`src/pads_pkg.sv`:
```
/*
 * pads_pkg: register map, field masks and reset values of the pin
 * analog/digital select block.
 * assumes: AHB-Lite with 32-bit data, one aligned word per register.
 */
package pads_pkg;

    // =====================================================================
    // register map
    // =====================================================================
    localparam logic [11:0] off_port_a_sel  = 12'h000;
    localparam logic [11:0] off_port_b_sel  = 12'h004;
    localparam logic [11:0] off_port_c_sel  = 12'h008;
    localparam logic [11:0] off_direction   = 12'h00c;
    localparam logic [11:0] off_pin_value   = 12'h010;
    localparam logic [11:0] off_pin_value_c = 12'h014;

    // =====================================================================
    // implemented select bits and reset values
    // =====================================================================
    localparam logic [15:0] port_a_mask  = 16'h000f;
    localparam logic [15:0] port_b_mask  = 16'hf24f;
    localparam logic [15:0] port_c_mask  = 16'h0007;
    localparam logic [15:0] port_a_reset = 16'h000f;
    localparam logic [15:0] port_b_reset = 16'hf24f;
    localparam logic [15:0] port_c_reset = 16'h0007;
    localparam logic [15:0] dir_reset    = 16'hffff;

    localparam logic [1:0]  htrans_nonseq = 2'h2;
    localparam logic [2:0]  hsize_word    = 3'h2;

    typedef struct packed {
        logic [15:0] sel;
        logic [15:0] dir;
    } pads_port_cfg_t;

endpackage : pads_pkg

```
`src/pads_select.sv`:
```
/*
 * pads_select: analog/digital pin function select for ports a, b and c.
 * assumes: one AHB-Lite master, single word transfers; pin inputs come
 * from pads outside the hclk domain.
 */
// The AHB-Lite register port and the register offsets are this design's own decisions.
// How it works
// a pin is analog when its select bit and its direction bit are both 1, and software keeps select at 1 then; the code uses select alone.
// a digital input has select 0 and direction 1, and software waits a cycle before trusting its read value; the code's synchroniser has two stages.
// a digital output has select 0 and direction 0, after software has turned off any analog output there.
// a set select bit gives analog mode and blocks the digital read, a clear bit gives digital mode with read on.
// port a select has read/write bits 3 to 0 reset to 1, with bits 15 to 4 reading zero.
// port b select has read/write bits 15 to 12, 9, 6 and 3 to 0 reset to 1, the others reading zero.
// port c select has read/write bits 2 to 0 reset to 1, with bits 15 to 3 reading zero.
// a parameter drops port c and its select register for the small package.
// reading the pin values returns low for every pin set up as an analog input.
// direction 1 makes a pin an input and every pin is an input after reset.
// writes to unimplemented select positions are dropped so those bits always read zero.
module pads_select #(
    parameter bit has_port_c = 1'b1
) (
    input  wire logic        hclk,
    input  wire logic        hresetn,
    input  wire logic        hsel,
    input  wire logic [31:0] haddr,
    input  wire logic [1:0]  htrans,
    input  wire logic        hwrite,
    input  wire logic [2:0]  hsize,
    input  wire logic [31:0] hwdata,
    input  wire logic        hready,
    output logic      [31:0] hrdata,
    output logic             hreadyout,
    output logic             hresp,
    input  wire logic [15:0] pin_in_a,
    input  wire logic [15:0] pin_in_b,
    input  wire logic [15:0] pin_in_c,
    output logic      [15:0] analog_mode_a,
    output logic      [15:0] analog_mode_b,
    output logic      [15:0] analog_mode_c,
    output logic      [15:0] direction_control
);

    // =====================================================================
    // bus address phase capture
    // =====================================================================
    logic        wr_pend;
    logic [11:0] wr_addr;
    logic        next_wr_pend;
    logic [11:0] next_wr_addr;
    logic        rd_now;

    always_comb begin
        next_wr_pend = hsel && hready && htrans == pads_pkg::htrans_nonseq && hwrite;
        next_wr_addr = haddr[11:0];
        rd_now       = hsel && hready && htrans == pads_pkg::htrans_nonseq && !hwrite;
    end

    always_ff @(posedge hclk or negedge hresetn) begin
        if (!hresetn) begin
            wr_pend <= 1'b0;
            wr_addr <= 12'h000;
        end else begin
            wr_pend <= next_wr_pend;
            wr_addr <= next_wr_addr;
        end
    end

    // zero wait states: every transfer ends with its data phase
    assign hreadyout = 1'b1;
    assign hresp     = 1'b0;

    // =====================================================================
    // select and direction registers
    // =====================================================================
    pads_pkg::pads_port_cfg_t cfg_a;
    pads_pkg::pads_port_cfg_t next_cfg_a;
    logic [15:0] sel_b;
    logic [15:0] sel_c;
    logic [15:0] next_sel_b;
    logic [15:0] next_sel_c;
    logic [15:0] c_mask;

    always_comb begin
        c_mask     = has_port_c ? pads_pkg::port_c_mask : 16'h0000;
        next_cfg_a = cfg_a;
        next_sel_b = sel_b;
        next_sel_c = sel_c;
        if (wr_pend) begin
            case (wr_addr)
                pads_pkg::off_port_a_sel: next_cfg_a.sel = hwdata[15:0] & pads_pkg::port_a_mask;  // see R5
                pads_pkg::off_port_b_sel: next_sel_b = hwdata[15:0] & pads_pkg::port_b_mask;      // see R6
                pads_pkg::off_port_c_sel: next_sel_c = hwdata[15:0] & c_mask;                     // see R7
                pads_pkg::off_direction:  next_cfg_a.dir = hwdata[15:0];
                default: begin
                end
            endcase
        end
    end

    always_ff @(posedge hclk or negedge hresetn) begin
        if (!hresetn) begin
            cfg_a.sel <= pads_pkg::port_a_reset;
            cfg_a.dir <= pads_pkg::dir_reset;
            sel_b     <= pads_pkg::port_b_reset;
            sel_c     <= has_port_c ? pads_pkg::port_c_reset : 16'h0000;
        end else begin
            cfg_a <= next_cfg_a;
            sel_b <= next_sel_b;
            sel_c <= next_sel_c;
        end
    end

    assign analog_mode_a     = cfg_a.sel;  // see R1
    assign analog_mode_b     = sel_b;      // see R1
    assign analog_mode_c     = sel_c;      // see R1
    assign direction_control = cfg_a.dir;

    // =====================================================================
    // pin synchronisers and read path
    // =====================================================================
    logic [47:0] pin_meta;
    logic [47:0] pin_sync;

    always_ff @(posedge hclk or negedge hresetn) begin
        if (!hresetn) begin
            pin_meta <= 48'h0;
            pin_sync <= 48'h0;
        end else begin
            pin_meta <= {pin_in_c, pin_in_b, pin_in_a};
            pin_sync <= pin_meta;
        end
    end

    // analog pins read low, whatever the pad shows
    function automatic logic [15:0] port_read(input logic [15:0] pins, input logic [15:0] sel);
        port_read = pins & ~sel;  // see R4
    endfunction : port_read

    // =====================================================================
    // register read mux
    // =====================================================================
    logic [31:0] rd_value;
    logic [31:0] next_hrdata;
    logic [15:0] pin_c_read;

    always_comb begin
        // port c pins read zero when the port is not fitted
        pin_c_read = has_port_c ? port_read(pin_sync[47:32], sel_c) : 16'h0000;  // see R8
        case (haddr[11:0])
            pads_pkg::off_port_a_sel: rd_value = {16'h0000, cfg_a.sel};
            pads_pkg::off_port_b_sel: rd_value = {16'h0000, sel_b};
            pads_pkg::off_port_c_sel: rd_value = {16'h0000, sel_c};
            pads_pkg::off_direction:  rd_value = {16'h0000, cfg_a.dir};
            pads_pkg::off_pin_value:  rd_value = {port_read(pin_sync[31:16], sel_b),
                                                  port_read(pin_sync[15:0], cfg_a.sel)};
            pads_pkg::off_pin_value_c: rd_value = {16'h0000, pin_c_read};
            default:                  rd_value = 32'h0000_0000;
        endcase
        next_hrdata = rd_now ? rd_value : hrdata;
    end

    always_ff @(posedge hclk or negedge hresetn) begin
        if (!hresetn) begin
            hrdata <= 32'h0000_0000;
        end else begin
            hrdata <= next_hrdata;
        end
    end

    // =====================================================================
    // register checks
    // =====================================================================
    a_unimpl_zero_a: assert property (@(posedge hclk) disable iff (!hresetn)
        (cfg_a.sel & ~pads_pkg::port_a_mask) == 16'h0000)
        else $error("port a spare bits set");
    b_unimpl_zero_a: assert property (@(posedge hclk) disable iff (!hresetn)
        (sel_b & ~pads_pkg::port_b_mask) == 16'h0000)
        else $error("port b spare bits set");
    c_unimpl_zero_a: assert property (@(posedge hclk) disable iff (!hresetn)  // see R7
        (sel_c & ~c_mask) == 16'h0000)
        else $error("port c spare bits set");
    sel_a_write_a: assert property (@(posedge hclk) disable iff (!hresetn)  // see R5
        wr_pend && wr_addr == pads_pkg::off_port_a_sel
        |=> cfg_a.sel == ($past(hwdata[15:0]) & pads_pkg::port_a_mask))
        else $error("port a write lost");
    sel_write_a: assert property (@(posedge hclk) disable iff (!hresetn)  // see R6
        wr_pend && wr_addr == pads_pkg::off_port_b_sel
        |=> sel_b == ($past(hwdata[15:0]) & pads_pkg::port_b_mask))
        else $error("port b write lost");
    sel_c_write_a: assert property (@(posedge hclk) disable iff (!hresetn)  // see R7
        wr_pend && wr_addr == pads_pkg::off_port_c_sel
        |=> sel_c == ($past(hwdata[15:0]) & c_mask))
        else $error("port c write lost");
    dir_write_a: assert property (@(posedge hclk) disable iff (!hresetn)
        wr_pend && wr_addr == pads_pkg::off_direction
        |=> cfg_a.dir == $past(hwdata[15:0]))
        else $error("direction write lost");
    hold_sel_a: assert property (@(posedge hclk) disable iff (!hresetn)
        !wr_pend |=> $stable(sel_b) && $stable(cfg_a.sel))
        else $error("select changed without write");
    c_sel_hold_a: assert property (@(posedge hclk) disable iff (!hresetn)
        !wr_pend |=> $stable(sel_c))
        else $error("port c select changed without write");
    dir_hold_a: assert property (@(posedge hclk) disable iff (!hresetn)
        !wr_pend |=> $stable(cfg_a.dir))
        else $error("direction changed without write");

    // =====================================================================
    // read path checks
    // =====================================================================
    analog_read_a: assert property (@(posedge hclk) disable iff (!hresetn)  // see R1
        rd_now && haddr[11:0] == pads_pkg::off_pin_value && !wr_pend
        |=> (hrdata[15:0] & cfg_a.sel) == 16'h0000)
        else $error("analog pin read high");
    b_analog_read_a: assert property (@(posedge hclk) disable iff (!hresetn)
        rd_now && haddr[11:0] == pads_pkg::off_pin_value && !wr_pend
        |=> (hrdata[31:16] & sel_b) == 16'h0000)
        else $error("port b analog pin read high");
    c_analog_read_a: assert property (@(posedge hclk) disable iff (!hresetn)  // see R8
        rd_now && haddr[11:0] == pads_pkg::off_pin_value_c && !wr_pend
        |=> (hrdata[15:0] & sel_c) == 16'h0000)
        else $error("port c analog pin read high");
    upper_zero_a: assert property (@(posedge hclk) disable iff (!hresetn)  // see R5 see R6
        rd_now && haddr[11:0] != pads_pkg::off_pin_value |=> hrdata[31:16] == 16'h0000)
        else $error("upper read half not zero");
    dir_read_a: assert property (@(posedge hclk) disable iff (!hresetn)
        rd_now && haddr[11:0] == pads_pkg::off_direction |=> hrdata == {16'h0000, $past(cfg_a.dir)})
        else $error("direction read wrong");
    read_idle_a: assert property (@(posedge hclk) disable iff (!hresetn)
        !rd_now |=> $stable(hrdata))
        else $error("read data moved");

endmodule : pads_select
```
`config.mk`:
```
export PLATFORM = sky130hd
export DESIGN_NAME = pads_select
export DESIGN_NICKNAME = d
export VERILOG_FILES = /design/src/pads_pkg.sv /design/src/pads_select.sv
export SDC_FILE = /design/constraint.sdc
export NUM_CORES = 1
export LEC_CHECK = 0
export ABC_AREA = 1
export BUFFER_PORTS_ARGS = -buffer_cell sky130_fd_sc_hd__buf_2
export CORE_MARGIN = 3
export CORE_UTILIZATION = 40
export CTS_CLUSTER_SIZE = 24
export DETAILED_ROUTE_END_ITERATION = 7
export PLACE_DENSITY = 0.66
export RECOVER_POWER = 100
export SYNTH_ARGS = -nofsm -noshare
export SYNTH_HDL_FRONTEND = slang
export SYNTH_SLANG_ARGS = --single-unit
```
`constraint.sdc`:
```
create_clock -name hclk -period 2.31 [get_ports hclk]
set_clock_uncertainty 0.15 [all_clocks]
set_input_delay 0.1155 -clock hclk [delete_from_list [all_inputs] [get_ports hclk]]
set_output_delay 0.1155 -clock hclk [all_outputs]
set_load 0.005 [all_outputs]
```
**After elaboration in Yosys (flattened, before gate mapping)**

Index checks and enable logic that the tools add are counted.

- Register bits: 174
- Input bits: 122
- Output and inout bits: 98
- Word-level logic and storage cells: 36

- Equal/unequal tests: 9
- Mux-type cells: 1
- Bitwise logic cells: 6
- Reduce and logical (&&, ||, !) cells: 11

Operators with widths:

| cell | number |
|---|---|
| case mux 32 bit (6 select lines) | 1 |
| bitwise AND 16 bit | 3 |
| equality test 12 x 4 -> 1 bit, second input constant | 4 |
| equality test 12 x 3 -> 1 bit, second input constant | 2 |
| equality test 12 x 5 -> 1 bit, second input constant | 2 |
| logical NOT 12 bit | 2 |
| NOT 16 bit | 1 |
| NOT 3 -> 16 bit | 1 |
| NOT 4 -> 16 bit | 1 |
| AND reduction 2 bit | 4 |
| logical AND 1 bit | 4 |
| equality test 2 bit, second input constant | 1 |
| logical NOT 1 bit | 1 |

**Longest topological paths before layout**

- Depth in word-level cells: 3
- Gate-level depth with buffers: 10
- Gate-level depth less buffers: 10

**Worst setup path after synthesis**

Ideal clock, no wire load.

- Kind: register -> register
- Start point: register wr_addr[1]
- End point: register cfg_a (netlist bit direction_control[10])
- Data arrival time: 1.170 ns
- Slack: 0.914 ns
- Cell stages (with the launch flop): 7
- Buffers on the path: 1
- Cell sequence: dfrtp_1 > or2_1 > nor4_2 > nand2_1 > clkbuf_2 > o21ai_1 > inv_1

- Cells in the longest elaborated chain, start to end: 2

Ends and longest elaborated chain:

| item | line | text |
|---|---|---|
| start: declaration | pads_select.sv:47 | `logic [11:0] wr_addr;` |
| start signal: assignment | pads_select.sv:64 | `wr_addr <= next_wr_addr;` |
| equality test 12 x 4 -> 1 bit | pads_select.sv:89 | `case (wr_addr)` |
| AND reduction 2 bit (no source line) | n/a |  |
| end signal: assignment | pads_select.sv:107 | `cfg_a <= next_cfg_a;` |
| end: declaration | pads_select.sv:75 | `pads_pkg::pads_port_cfg_t cfg_a;` |

No other way between the ends.
A chain may end at the register's enable or synchronous reset.

**Worst setup path after layout**

- Start point: input port haddr[11]
- End point: register hrdata[22]

- Cells in the longest elaborated chain, start to end: 2

Ends and longest elaborated chain:

| item | line | text |
|---|---|---|
| start: declaration | pads_select.sv:25 | `input wire logic [31:0] haddr,` |
| equality test 12 x 5 -> 1 bit, or another cell as far along | pads_select.sv:149 | `case (haddr[11:0])` |
| case mux 32 bit (6 select lines) * | pads_select.sv:149 |  |
| end signal: assignment | pads_select.sv:166 | `hrdata <= next_hrdata;` |
| end: declaration | pads_select.sv:31 | `output logic [31:0] hrdata,` |

Every way passes the cells marked *; elsewhere a longest branch is shown, timed or not.

==> flow_summary.ini <==
[synthesis]
synth_ff_type = dfrtp_1
syn_avg_cell_area_um2 = 10.62
ys_seq_area_share_pct = 66.99
postSynth.asyncResetShare_pct = 100.0
yosysUniqueCellTypes = 32
ys_seq_elements = 174
synth_cells = 618
synth-edff-count = 0
syn_area_mm2 = 0.006561
yosysWarnings = 0

[setup_path]
cp.arrival_ns = 2.13
worstPathRequired_ns = 2.52
crit_path_max_fanout = 30
critical_path_class = input port to flop
cp-start-kind = input port
end_kind = flop

[die]
initial_core_util_pct = 41.16
ioPinCount = 220
die_x_um = 134.1
design.die.area_mm2 = 0.01798
dieHeight_um = 134.1
core_mm2 = 0.01594
rows = 46

[route]
via_per_inst = 4.496
ant_nets = 0
avgRoutedWirePerCell_um = 14.24
drt_wl_total_um = 15430
drt_iter0_markers = 238
vias = 4874
drt_drc_violations_left = 0
dr.pass1.iters = 4

[finish]
nets = 977
drive_gt1_share_pct = 20.97
syn2layout_area_growth_pct = 33.43
final.fill_count = 1378
antennaDiodeCount = 0
fin_cells = 1084

[sta]
hold_viol = 0
fin_tns_setup_ns = 0
rsz0062_at_grt = no
maxSlewHeadroom_pct = 15.88
worst_pin_slew_ns = 1.262
maxSlewViolCount = 0
period_share_pct = 83.19
setup_viol = 0
period_minus_slack_ns = 1.922
max_freq_mhz = 520.4

[pwr]
vdd_drop_max_mv = 0.5401
p_per_area_mw_per_mm2 = 716.8
leakage_nw = 4.479

[place]
place.gp.congestion = 0.7656
io_buffer_count = 147
dp.cells = 973
dp_hpwl_um = 10380

[clocking]
clock_latency_ns = 0.42
clkTransAtPathRegs_ns = 0.07
htree_num_levels = 4
cts_root_buffer = clkbuf_16
cts_setup_buffers = 0
numClockSinks = 174
cts_buffer_depth = 2
cts_tree = built
cts_buffers = 17

[run]
drv_cap = 0

[status]
status = completed

[grt]
antenna_found_initial = 0
grtUsageTotal_pct = 17.90
grt_pass1_vias = 4823
grt_pass1_wl_um = 24810
overflow = 0
grt_max_degree = 52

[hold_path]
hp-class = input port to flop
cell families (layout without fill, tap and decap cells):
group | Yosys count | count (layout) | share of synthesized area (%)
AO/OA/AOI/OAI | 50 | 50 | 3.928
buffers and inverters | 116 | 335 | 8.924
flip-flops | 174 | 174 | 66.99
other | 2 | 33 | 0.1145
AND/OR/NAND/NOR | 276 | 276 | 20.04
sequential cells by signal (all words and copies together) (netlist names):
name	cells
analog_mode_c	3
wr_addr	12
pin_sync	48
direction_control	16
analog_mode_b	10
analog_mode_a	4
pin_meta	48
wr_pend	1
hrdata	32
power breakdown:
group / switching, mW / internal [mW] / total, mW
Combinational: 0.177 / 0.174 / 0.351
Clock: 1.21 / 1.53 / 2.74
Sequential: 0.0325 / 3.15 / 3.19
Total: 1.42 / 4.86 / 6.28
worst max-delay path, stage by stage:
cell and delay, ns:
dlygate4sd3_1 0.53, clkbuf_1 0.11, nor2_1 0.18, nand2_4 0.17, inv_2 0.38, nand3_1 0.12
nand2_1 0.09, nor2_1 0.07, nand2_1 0.18, nand3_1 0.11, nand2_1 0.07
cells in the final DEF (no fill, tap or decap), types with 2 or more instances in the layout:
master and instances:
nand2_2 2, nor2_2 6, o21ai_1 5, nand3b_1 7, or2_2 3, o21ai_0 42
nand3_1 65, nor2_4 3, clkbuf_16 17, buf_2 114, nand4_1 7, inv_1 64
clkinvlp_4 2, inv_6 4, a21boi_1 2, dfrtp_1 141, dfstp_1 33, clkbuf_2 5
clkinv_4 3, buf_4 4, nor3_1 3, conb_1 33, buf_12 2, clkbuf_1 32
clkinv_2 3, nand2_1 138, dlygate4sd3_1 79, nor2_1 29, nor3b_1 3, nand2_4 3
nor3_2 2, inv_2 2
layer usage:
layer  vias to the layer above  share of wire [%]  track usage (%)
met5                         -                  0                0
met4                         0                2.3            7.466
met3                        28                7.0            5.214
met2                       183                 47            28.64
met1                      2313                 44            23.01
li1                       2350                  -                -
cell usage after synthesis, types with 3 or more instances:
cell type / number / share of area [%]
dfrtp_1: 141 / 54
nor2_1: 27 / 1.5
a21boi_1: 3 / 0.34
dfstp_2: 33 / 13
clkbuf_1: 5 / 0.29
nor3b_1: 3 / 0.34
nand3_1: 65 / 5.0
o21ai_0: 23 / 1.8
nand3b_1: 7 / 0.80
buf_4: 33 / 3.8
nand4_1: 7 / 0.67
or2_2: 3 / 0.29
nor2_4: 3 / 0.51
nand2_2: 3 / 0.29
buf_2: 8 / 0.61
nand2_4: 3 / 0.51
nor2_2: 8 / 0.76
inv_1: 64 / 3.7
nor3_1: 3 / 0.23
o21ai_1: 24 / 1.8
nand2_1: 137 / 7.8
path summary, 6_finish.rpt:
check	cells after the start	endpoint	from	slack [ns]
worst max-delay path	11	hrdata[22]	haddr[11]	0.39
worst min-delay path	7	hrdata[7]	htrans[0]	0.14
worst max register to register	6	direction_control[12]	wr_addr[1]	0.48
worst min register to register	0	pin_sync[31]	pin_meta[31]	0.20
max in group asynchronous	3	pin_meta[38]	hresetn	0.52
min in group asynchronous	2	pin_sync[47]	hresetn	0.35
metrics by stage:
| stage | instance area (µm²) | util, % | hold WS [ns] | total power, mW | setup slack [ns] |
|---|---|---|---|---|---|
| floorplan | 6678 | - | -0.3301 | 3.356 | 0.9138 |
| global placement | 7458 | 46.78 | -0.05638 | 3.495 | 0.5709 |
| detailed placement | 7458 | 46.78 | -0.05900 | 3.502 | 0.5392 |
| CTS | 8821 | 55.33 | 0.04978 | 6.366 | 0.5056 |
| global route | 8755 | 54.91 | 0.1669 | 6.547 | 0.1837 |
| finish | 8755 | 54.91 | 0.1391 | 6.276 | 0.3884 |
what timing repair did:
action | CTS | global route
hold buffers | 79 | 0
endpoints found under the hold margin | 247 | 0
gates resized for setup | 0 | 0
area by class of cell:
cell class / instances / area [µm²] / share of cell area [%]
Timing Repair Buffer: 236 / 1577 / 18.01
Clock inverter: 14 / 132.6 / 1.515
Multi-Input combinational cell: 359 / 1689 / 19.29
Tap cell: 216 / 270.3 / 3.087
Sequential cell: 174 / 4395 / 50.21
Clock buffer: 18 / 439.2 / 5.016
Inverter: 67 / 251.5 / 2.873
(Power assumes the default switching activity.)
